### src/core/gpio_pkg.sv
package gpio_pkg;

  // Port geometry
  localparam int PIN_COUNT = 16;

  // Register byte addresses
  localparam logic [31:0] ADDR_PIN_ENABLE    = 32'h01B00000;
  localparam logic [31:0] ADDR_PIN_DIRECTION = 32'h01B00004;
  localparam logic [31:0] ADDR_PIN_VALUE     = 32'h01B00008;
  localparam logic [31:0] ADDR_RISE_FLAGS    = 32'h01B00010;
  localparam logic [31:0] ADDR_RISE_MASK     = 32'h01B00014;
  localparam logic [31:0] ADDR_FALL_FLAGS    = 32'h01B00018;
  localparam logic [31:0] ADDR_FALL_MASK     = 32'h01B0001C;
  localparam logic [31:0] ADDR_GLOBAL_CTRL   = 32'h01B00020;
  localparam logic [31:0] ADDR_POLARITY      = 32'h01B00024;

  // Global control fields
  localparam int GC_LOGIC_MODE_BIT = 0;
  localparam int GC_AND_MODE_BIT   = 1;
  localparam int GC_WIDTH          = 2;

  // Reset values
  localparam logic [15:0]       DIRECTION_RESET = 16'h0000;
  localparam logic [15:0]       PIN_REG_RESET   = 16'h0000;
  localparam logic [GC_WIDTH-1:0] GC_RESET      = 2'h0;

  // AXI responses
  localparam logic [1:0] RESP_OKAY   = 2'h0;
  localparam logic [1:0] RESP_SLVERR = 2'h2;

  // Register selector
  typedef enum {
    SEL_NONE,
    SEL_ENABLE,
    SEL_DIRECTION,
    SEL_VALUE,
    SEL_RISE_FLAGS,
    SEL_RISE_MASK,
    SEL_FALL_FLAGS,
    SEL_FALL_MASK,
    SEL_GLOBAL,
    SEL_POLARITY
  } reg_sel_e;

endpackage

### src/core/general_pin_port.sv
`timescale 1ns/10ps
// Operation
// - A pin is operated by the port only while its enable bit is 1.
// - An enabled pin is an input when its direction bit is 0 and an output when it is 1.
// - The direction bit has no effect on a pin whose enable bit is 0.
// - An output pin drives the level last written to its bit of the pin value register.
// - Reading the pin value register returns the current level of each input pin.
// - Pin activity raises interrupt and DMA events in selectable generation modes.
// - Direction bits reset to 0 and the upper sixteen direction bits read as zero.
// - Sixteen pins, 15 down to 0, each with enable and direction bits at its own position.
module general_pin_port
  import gpio_pkg::*;
#(
  parameter logic [PIN_COUNT-1:0] ENABLE_RESET = 16'h00FF
) (
  input  wire logic                 clock,
  input  wire logic                 reset_n,
  input  wire logic [31:0]          s_axi_awaddr,
  input  wire logic                 s_axi_awvalid,
  output logic                      s_axi_awready,
  input  wire logic [31:0]          s_axi_wdata,
  input  wire logic [3:0]           s_axi_wstrb,
  input  wire logic                 s_axi_wvalid,
  output logic                      s_axi_wready,
  output logic [1:0]                s_axi_bresp,
  output logic                      s_axi_bvalid,
  input  wire logic                 s_axi_bready,
  input  wire logic [31:0]          s_axi_araddr,
  input  wire logic                 s_axi_arvalid,
  output logic                      s_axi_arready,
  output logic [31:0]               s_axi_rdata,
  output logic [1:0]                s_axi_rresp,
  output logic                      s_axi_rvalid,
  input  wire logic                 s_axi_rready,
  input  wire logic [PIN_COUNT-1:0] general_pins_in,
  output logic [PIN_COUNT-1:0]      general_pins_out,
  output logic [PIN_COUNT-1:0]      general_pins_oe_n,
  output logic [PIN_COUNT-1:0]      pin_event,
  output logic                      logic_event
);

  // Address decode, shared by read and write paths
  function automatic reg_sel_e decode(input logic [31:0] addr);
    unique case (addr)
      ADDR_PIN_ENABLE:    decode = SEL_ENABLE;
      ADDR_PIN_DIRECTION: decode = SEL_DIRECTION;
      ADDR_PIN_VALUE:     decode = SEL_VALUE;
      ADDR_RISE_FLAGS:    decode = SEL_RISE_FLAGS;
      ADDR_RISE_MASK:     decode = SEL_RISE_MASK;
      ADDR_FALL_FLAGS:    decode = SEL_FALL_FLAGS;
      ADDR_FALL_MASK:     decode = SEL_FALL_MASK;
      ADDR_GLOBAL_CTRL:   decode = SEL_GLOBAL;
      ADDR_POLARITY:      decode = SEL_POLARITY;
      default:            decode = SEL_NONE;
    endcase
  endfunction

  // Byte-lane merge for a 16-bit register
  function automatic logic [15:0] merge(input logic [15:0] old, input logic [31:0] data,
                                        input logic [3:0] strb);
    merge = old;
    if (strb[0]) merge[7:0]  = data[7:0];
    if (strb[1]) merge[15:8] = data[15:8];
  endfunction

  // Bit mask of the byte lanes written
  function automatic logic [15:0] lanes(input logic [3:0] strb);
    lanes = {{8{strb[1]}}, {8{strb[0]}}};
  endfunction

  logic [PIN_COUNT-1:0] pin_enable;
  logic [PIN_COUNT-1:0] pin_direction;
  logic [PIN_COUNT-1:0] pin_value;
  logic [PIN_COUNT-1:0] rising_flags;
  logic [PIN_COUNT-1:0] rising_mask;
  logic [PIN_COUNT-1:0] falling_flags;
  logic [PIN_COUNT-1:0] falling_mask;
  logic [GC_WIDTH-1:0]  global_control;
  logic [PIN_COUNT-1:0] polarity;
  logic [PIN_COUNT-1:0] sync_stage1;
  logic [PIN_COUNT-1:0] sync_level;
  logic [PIN_COUNT-1:0] prev_level;
  logic [31:0]          aw_addr;
  logic [31:0]          w_data;
  logic [3:0]           w_strb;
  logic                 aw_held;
  logic                 w_held;
  logic                 do_write;
  reg_sel_e             wr_sel;
  reg_sel_e             rd_sel;
  logic [PIN_COUNT-1:0] input_mask;
  logic [PIN_COUNT-1:0] drive_mask;
  logic [PIN_COUNT-1:0] rise_edge;
  logic [PIN_COUNT-1:0] fall_edge;
  logic [PIN_COUNT-1:0] masked_any;
  logic [PIN_COUNT-1:0] mask_union;
  logic                 logic_cond;
  logic                 logic_cond_q;
  logic [31:0]          read_word;

  // Pin roles: direction only counts on enabled pins
  assign drive_mask = pin_enable & pin_direction;
  assign input_mask = pin_enable & ~pin_direction;

  // Two-stage synchroniser and edge history
  always_ff @(posedge clock or negedge reset_n) begin
    if (!reset_n) begin
      sync_stage1 <= PIN_REG_RESET;
      sync_level  <= PIN_REG_RESET;
      prev_level  <= PIN_REG_RESET;
    end else begin
      sync_stage1 <= general_pins_in;
      sync_level  <= sync_stage1;
      prev_level  <= sync_level;
    end
  end

  // Edge history warm-up: the synchroniser and history flops clear to 0 while idle pins may sit high,
  // so edges only count once prev_level holds a real synchronised sample, else a false edge follows reset
  localparam int HISTORY_DEPTH = 3;
  logic [HISTORY_DEPTH-1:0] settle;
  logic                     history_ok;
  always_ff @(posedge clock or negedge reset_n) begin
    if (!reset_n) begin
      settle <= '0;
    end else begin
      settle <= {settle[HISTORY_DEPTH-2:0], 1'b1};
    end
  end
  assign history_ok = settle[HISTORY_DEPTH-1];

  // Edges of enabled input pins only
  assign rise_edge = sync_level & ~prev_level & input_mask & {PIN_COUNT{history_ok}};
  assign fall_edge = ~sync_level & prev_level & input_mask & {PIN_COUNT{history_ok}};

  // Write channel capture, either order
  always_ff @(posedge clock or negedge reset_n) begin
    if (!reset_n) begin
      aw_held       <= 1'b0;
      aw_addr       <= 32'h00000000;
      s_axi_awready <= 1'b1;
    end else if (s_axi_awvalid && s_axi_awready) begin
      aw_held       <= 1'b1;
      aw_addr       <= s_axi_awaddr;
      s_axi_awready <= 1'b0;
    end else if (s_axi_bvalid && s_axi_bready) begin
      s_axi_awready <= 1'b1;
    end else if (do_write) begin
      aw_held <= 1'b0;
    end
  end

  always_ff @(posedge clock or negedge reset_n) begin
    if (!reset_n) begin
      w_held       <= 1'b0;
      w_data       <= 32'h00000000;
      w_strb       <= 4'h0;
      s_axi_wready <= 1'b1;
    end else if (s_axi_wvalid && s_axi_wready) begin
      w_held       <= 1'b1;
      w_data       <= s_axi_wdata;
      w_strb       <= s_axi_wstrb;
      s_axi_wready <= 1'b0;
    end else if (s_axi_bvalid && s_axi_bready) begin
      s_axi_wready <= 1'b1;
    end else if (do_write) begin
      w_held <= 1'b0;
    end
  end

  assign do_write = aw_held && w_held && !s_axi_bvalid;
  assign wr_sel   = decode(aw_addr);

  // Write response, one cycle after both halves are held
  always_ff @(posedge clock or negedge reset_n) begin
    if (!reset_n) begin
      s_axi_bvalid <= 1'b0;
      s_axi_bresp  <= RESP_OKAY;
    end else if (do_write) begin
      s_axi_bvalid <= 1'b1;
      s_axi_bresp  <= (wr_sel == SEL_NONE) ? RESP_SLVERR : RESP_OKAY;
    end else if (s_axi_bready) begin
      s_axi_bvalid <= 1'b0;
    end
  end

  // Configuration registers
  always_ff @(posedge clock or negedge reset_n) begin
    if (!reset_n) begin
      pin_enable     <= ENABLE_RESET;
      pin_direction  <= DIRECTION_RESET;
      pin_value      <= PIN_REG_RESET;
      rising_mask    <= PIN_REG_RESET;
      falling_mask   <= PIN_REG_RESET;
      global_control <= GC_RESET;
      polarity       <= PIN_REG_RESET;
    end else if (do_write) begin
      unique case (wr_sel)
        SEL_ENABLE:    pin_enable    <= merge(pin_enable, w_data, w_strb);
        SEL_DIRECTION: pin_direction <= merge(pin_direction, w_data, w_strb);
        SEL_VALUE:     pin_value     <= merge(pin_value, w_data, w_strb);
        SEL_RISE_MASK: rising_mask   <= merge(rising_mask, w_data, w_strb);
        SEL_FALL_MASK: falling_mask  <= merge(falling_mask, w_data, w_strb);
        SEL_POLARITY:  polarity      <= merge(polarity, w_data, w_strb);
        SEL_GLOBAL: begin
          if (w_strb[0]) global_control <= w_data[GC_WIDTH-1:0];
        end
        default: begin
        end
      endcase
    end
  end

  // Change flags: write one to clear, a new edge wins over the clear
  always_ff @(posedge clock or negedge reset_n) begin
    if (!reset_n) begin
      rising_flags  <= PIN_REG_RESET;
      falling_flags <= PIN_REG_RESET;
    end else begin
      rising_flags  <= (rising_flags & ~((do_write && wr_sel == SEL_RISE_FLAGS) ?
                        (w_data[15:0] & lanes(w_strb)) : PIN_REG_RESET)) | rise_edge;
      falling_flags <= (falling_flags & ~((do_write && wr_sel == SEL_FALL_FLAGS) ?
                        (w_data[15:0] & lanes(w_strb)) : PIN_REG_RESET)) | fall_edge;
    end
  end

  // Pin drive, registered
  always_ff @(posedge clock or negedge reset_n) begin
    if (!reset_n) begin
      general_pins_out  <= PIN_REG_RESET;
      general_pins_oe_n <= ~PIN_REG_RESET;
    end else begin
      general_pins_out  <= pin_value & drive_mask;
      general_pins_oe_n <= ~drive_mask;
    end
  end

  // Logic mode condition over masked flags
  assign masked_any = (rising_flags & rising_mask) | (falling_flags & falling_mask);
  assign mask_union = rising_mask | falling_mask;
  assign logic_cond = global_control[GC_AND_MODE_BIT] ?
                      ((mask_union != PIN_REG_RESET) && ((masked_any & mask_union) == mask_union)) :
                      (masked_any != PIN_REG_RESET);

  // Event generation: per-pin pass-through or combined logic event
  always_ff @(posedge clock or negedge reset_n) begin
    if (!reset_n) begin
      pin_event    <= PIN_REG_RESET;
      logic_event  <= 1'b0;
      logic_cond_q <= 1'b0;
    end else begin
      logic_cond_q <= logic_cond;
      if (global_control[GC_LOGIC_MODE_BIT]) begin
        pin_event   <= PIN_REG_RESET;
        logic_event <= logic_cond && !logic_cond_q;
      end else begin
        pin_event   <= (polarity & fall_edge) | (~polarity & rise_edge);
        logic_event <= 1'b0;
      end
    end
  end

  // Read data selection
  assign rd_sel = decode(s_axi_araddr);
  always_comb begin
    read_word = 32'h00000000;
    unique case (rd_sel)
      SEL_ENABLE:     read_word[15:0] = pin_enable;
      SEL_DIRECTION:  read_word[15:0] = pin_direction;
      SEL_VALUE:      read_word[15:0] = (pin_value & drive_mask) | (sync_level & input_mask);
      SEL_RISE_FLAGS: read_word[15:0] = rising_flags;
      SEL_RISE_MASK:  read_word[15:0] = rising_mask;
      SEL_FALL_FLAGS: read_word[15:0] = falling_flags;
      SEL_FALL_MASK:  read_word[15:0] = falling_mask;
      SEL_GLOBAL:     read_word[GC_WIDTH-1:0] = global_control;
      SEL_POLARITY:   read_word[15:0] = polarity;
      default:        read_word = 32'h00000000;
    endcase
  end

  // Read channel: answer one cycle after the address is taken
  always_ff @(posedge clock or negedge reset_n) begin
    if (!reset_n) begin
      s_axi_arready <= 1'b1;
      s_axi_rvalid  <= 1'b0;
      s_axi_rdata   <= 32'h00000000;
      s_axi_rresp   <= RESP_OKAY;
    end else if (s_axi_arvalid && s_axi_arready) begin
      s_axi_arready <= 1'b0;
      s_axi_rvalid  <= 1'b1;
      s_axi_rdata   <= read_word;
      s_axi_rresp   <= (rd_sel == SEL_NONE) ? RESP_SLVERR : RESP_OKAY;
    end else if (s_axi_rvalid && s_axi_rready) begin
      s_axi_arready <= 1'b1;
      s_axi_rvalid  <= 1'b0;
    end
  end

  logic after_reset;
  always_ff @(posedge clock or negedge reset_n) begin
    if (!reset_n) after_reset <= 1'b1;
    else          after_reset <= 1'b0;
  end
endmodule

### config.mk
export PLATFORM = sky130hd
export DESIGN_NAME = general_pin_port
export DESIGN_NICKNAME = d
export VERILOG_FILES = /design/src/core/gpio_pkg.sv /design/src/core/general_pin_port.sv
export SDC_FILE = /design/constraint.sdc
export NUM_CORES = 1
export LEC_CHECK = 0
export ABC_AREA = 1
export ABC_CLOCK_PERIOD_IN_PS = 2410
export BUFFER_PORTS_ARGS = -buffer_cell sky130_fd_sc_hd__buf_2
export CORE_MARGIN = 2
export CORE_UTILIZATION = 50
export CTS_CLUSTER_DIAMETER = 30
export DETAILED_ROUTE_END_ITERATION = 6
export PLACE_DENSITY = 0.74
export SKIP_LAST_GASP = 1
export SLEW_MARGIN = 20
export SYNTH_ARGS = -nofsm -noshare
export SYNTH_HDL_FRONTEND = slang
export SYNTH_SLANG_ARGS = --single-unit
### constraint.sdc
create_clock -name clock -period 2.41 [get_ports clock]
set_clock_uncertainty 0.2 [all_clocks]
set_input_delay 0.482 -clock clock [delete_from_list [all_inputs] [get_ports clock]]
set_output_delay 0.482 -clock clock [all_outputs]
set_load 0.005 [all_outputs]
==> metrics.cfg <==
[outcome]
outcome = completed

[timing]
post-route-period-util_pct = 93.07
hold_viol_final = 0
fmax_mhz = 445.8
rsz0062_at_grt = false
setup_slack_ns = 0.1671
min_period_ns = 2.243
maxSlewHeadroom_pct = 48.97
tightest_slew_ns = 0.7655
final-setup-viol-count = 0
drv_slew = 0
finalSetupTns_ns = 0

[layout]
syn2layout_area_growth_pct = 30.53
n_fill_cell = 2148
multi_input_area_sq_mm = 0.005290
finalNetCount = 2009
drive_gt1_share_pct = 26.39
diodes = 0
regArea_sq_mm = 0.007691

[placement]
dpl.hpwl_microns = 24310
post-place-ws_ns = 0.09126
gp_congestion = 0.8838
io_buffers = 176

[floorplan]
start_util_pct = 50.63
die-area_sq_mm = 0.02933
ios = 213
core_sq_mm = 0.02763
die_h_microns = 171.3
row_count = 61
dieWidth_microns = 171.3

[clocking]
cts_setup_buffers = 0
cts_tree = done
clock-root-buffer = clkbuf_16
cts_resized = 0
path_clk_slew_ns = 0.05
clk_latency_ns = 0.55
htreeDepth = 3
numCtsBuffers = 67
clk_path_buf_depth = 3
clock-sinks = 306

[min_path]
hold_path_depth = 3
hp-class = in -> reg
holdPathEnd = w_data[2]
hold_start = s_axi_wdata[2]

[yosys]
yosys_register_bits = 306
synth-xor-area-share_pct = 0
yosys_warnings = 0
yosys.area.top_type = dfrtp_1
yosys.area_share.simple_pct = 24.58
synth_compound_area_share_pct = 10.64
synth-seq-area-share_pct = 54.98
synth_area_per_cell_sq_um = 8.781
synthMuxAreaShare_pct = 2.093
synth_top_family_by_area = simple AND/OR/NAND/NOR gates
synth_adder_area_share_pct = 0
yosysMostFrequentCell = nand2_1
synth_top_area_share_pct = 49.91
syn-instance-count = 1593
synthTopCellsByArea = dfrtp_1 50%, nand2_1 11%, dfstp_2 5.1%, nor2_1 5.0%, inv_1 4.1%
synth_cell_types = 39
async_flop_share_pct = 100.0
synth_common_cells = 412 x nand2_1, 279 x dfrtp_1, 185 x nor2_1
synth_ff_type = dfrtp_1
synth_area_sq_mm = 0.01399
synth-edff-count = 0

[setup_path]
start_kind = flop
rrSetupSlack_ns = 0.17
worstRegToRegCells = 8
arrival_ns = 2.46
reg2reg_to = pin_direction[11]
end_kind = flop
path_max_fanout = 16
required_ns = 2.62
reg2reg_from = aw_addr[19]
crit_type = reg -> reg

[power]
p_leak_nw = 9.042
ir_drop_mv = 0.8019
power_mw = 17.40
power_density_mw_per_mm2 = 953.1

[routing]
vias_per_cell = 5.166
drt_iter0_drc = 954
avgRoutedWirePerCell_microns = 16.48
routed_wl_microns = 38200
drc_errors = 0
via_count = 11970
antenna_left = 0
dr.pass1.iters = 6

[job]
max-cap-violations = 0

[global_route]
grt_pass1_wl_microns = 60250
grt_pass1_vias = 12080
grt_max_degree = 64
track_usage_pct = 26.34
grt-ovfl-total = 0
antenna_found_initial = 2

==> area by class of cell <==
| class | count | area share [%] |
|---|---|---|
| Clock buffer | 84 | 10.09 |
| Clock inverter | 39 | 2.686 |
| Inverter | 162 | 3.344 |
| Multi-Input combinational cell | 1077 | 28.97 |
| Sequential cell | 306 | 42.12 |
| Tap cell | 378 | 2.590 |
| Timing Repair Buffer | 272 | 10.20 |
==> critical path: stages, from the launching register on <==
cell,delay (ns)
dfrtp_1,0.38
nor2_1,0.11
nand2_1,0.06
nor2_1,0.20
nand2_2,0.21
nor3_2,0.29
nand2_2,0.36
nand2_1,0.21
o21ai_2,0.07
==> through the flow <==
step	cell area, sq um	hold WS, ns	utilization, %	cells
3_3_place_gp	15330	0.1324	55.47	2135
6_report	18260	0.01338	66.09	2318
4_1_cts	18260	0.002833	66.09	2318
5_1_grt	18260	0.01898	66.09	2318
2_1_floorplan	14050	-0.01359	-	1610
3_5_place_dp	15330	0.1347	55.47	2135
==> repair_timing <==
item,4_1_cts,5_1_grt
hold buffers,60,0
setup endpoints to repair,0,0
endpoints found under the hold margin,98,0
==> where the power goes <==
part	switching, mW	internal, mW	leakage, nW
clock	2.97	6.33	1.13
combinational	1.36	0.693	3.99
sequential	0.341	5.71	3.92
total	4.67	12.7	9.04
==> cell usage in the layout, fill, tap and decap left out, types with 60 or more instances in the layout <==
cell and instances:
clkbuf_16 68, nand3_1 92, dfrtp_1 279, nor2_1 185
inv_1 152, nand2_1 412, o21ai_2 61, dlygate4sd3_1 60
o21ai_1 74, buf_2 175
==> cell families (layout without fill, tap and decap cells) <==
group / Yosys count / count (layout)
and+or+nand+nor: 786 / 786
DFF: 306 / 306
AOI/OAI and AO/OA: 246 / 246
muxes: 26 / 26
buffers and inverters: 227 / 557
other: 2 / 19
==> sequential cells by signal, indices dropped and copies added, names as in the netlist, 2 cells and up <==
register	cells
aw_addr	32
falling_flags	16
falling_mask	16
general_pins_oe_n	16
general_pins_out	16
global_control	2
pin_direction	16
pin_enable	16
pin_event	16
pin_value	16
polarity	16
prev_level	16
rising_flags	16
rising_mask	16
s_axi_rdata	16
settle	3
sync_level	16
sync_stage1	16
w_data	16
w_strb	2
==> metal layers <==
| layer | track usage (%) | up-vias | wire length [microns] |
|---|---|---|---|
| li1 | - | 5663 | - |
| met1 | 33.21 | 5702 | 15570 |
| met2 | 44.09 | 528 | 18480 |
| met3 | 6.604 | 79 | 3263 |
| met4 | 9.690 | 2 | 875 |
| met5 | 0 | - | 7 |
==> worst max path at each step <==
stage | cells past startpoint | end | slack [ns] | startpoint
detailed placement | 13 | s_axi_rdata[13] | 0.09 | s_axi_araddr[16]
finish | 8 | pin_direction[11] | 0.17 | aw_addr[19]
CTS | 8 | pin_direction[11] | 0.23 | aw_addr[19]
global placement | 13 | s_axi_rdata[13] | 0.09 | s_axi_araddr[16]
floorplan | 11 | s_axi_rresp[1] | 0.57 | s_axi_araddr[16]
global route | 8 | pin_value[12] | 0.06 | aw_addr[19]
Note: power is estimated with default switching activity, not from simulation.
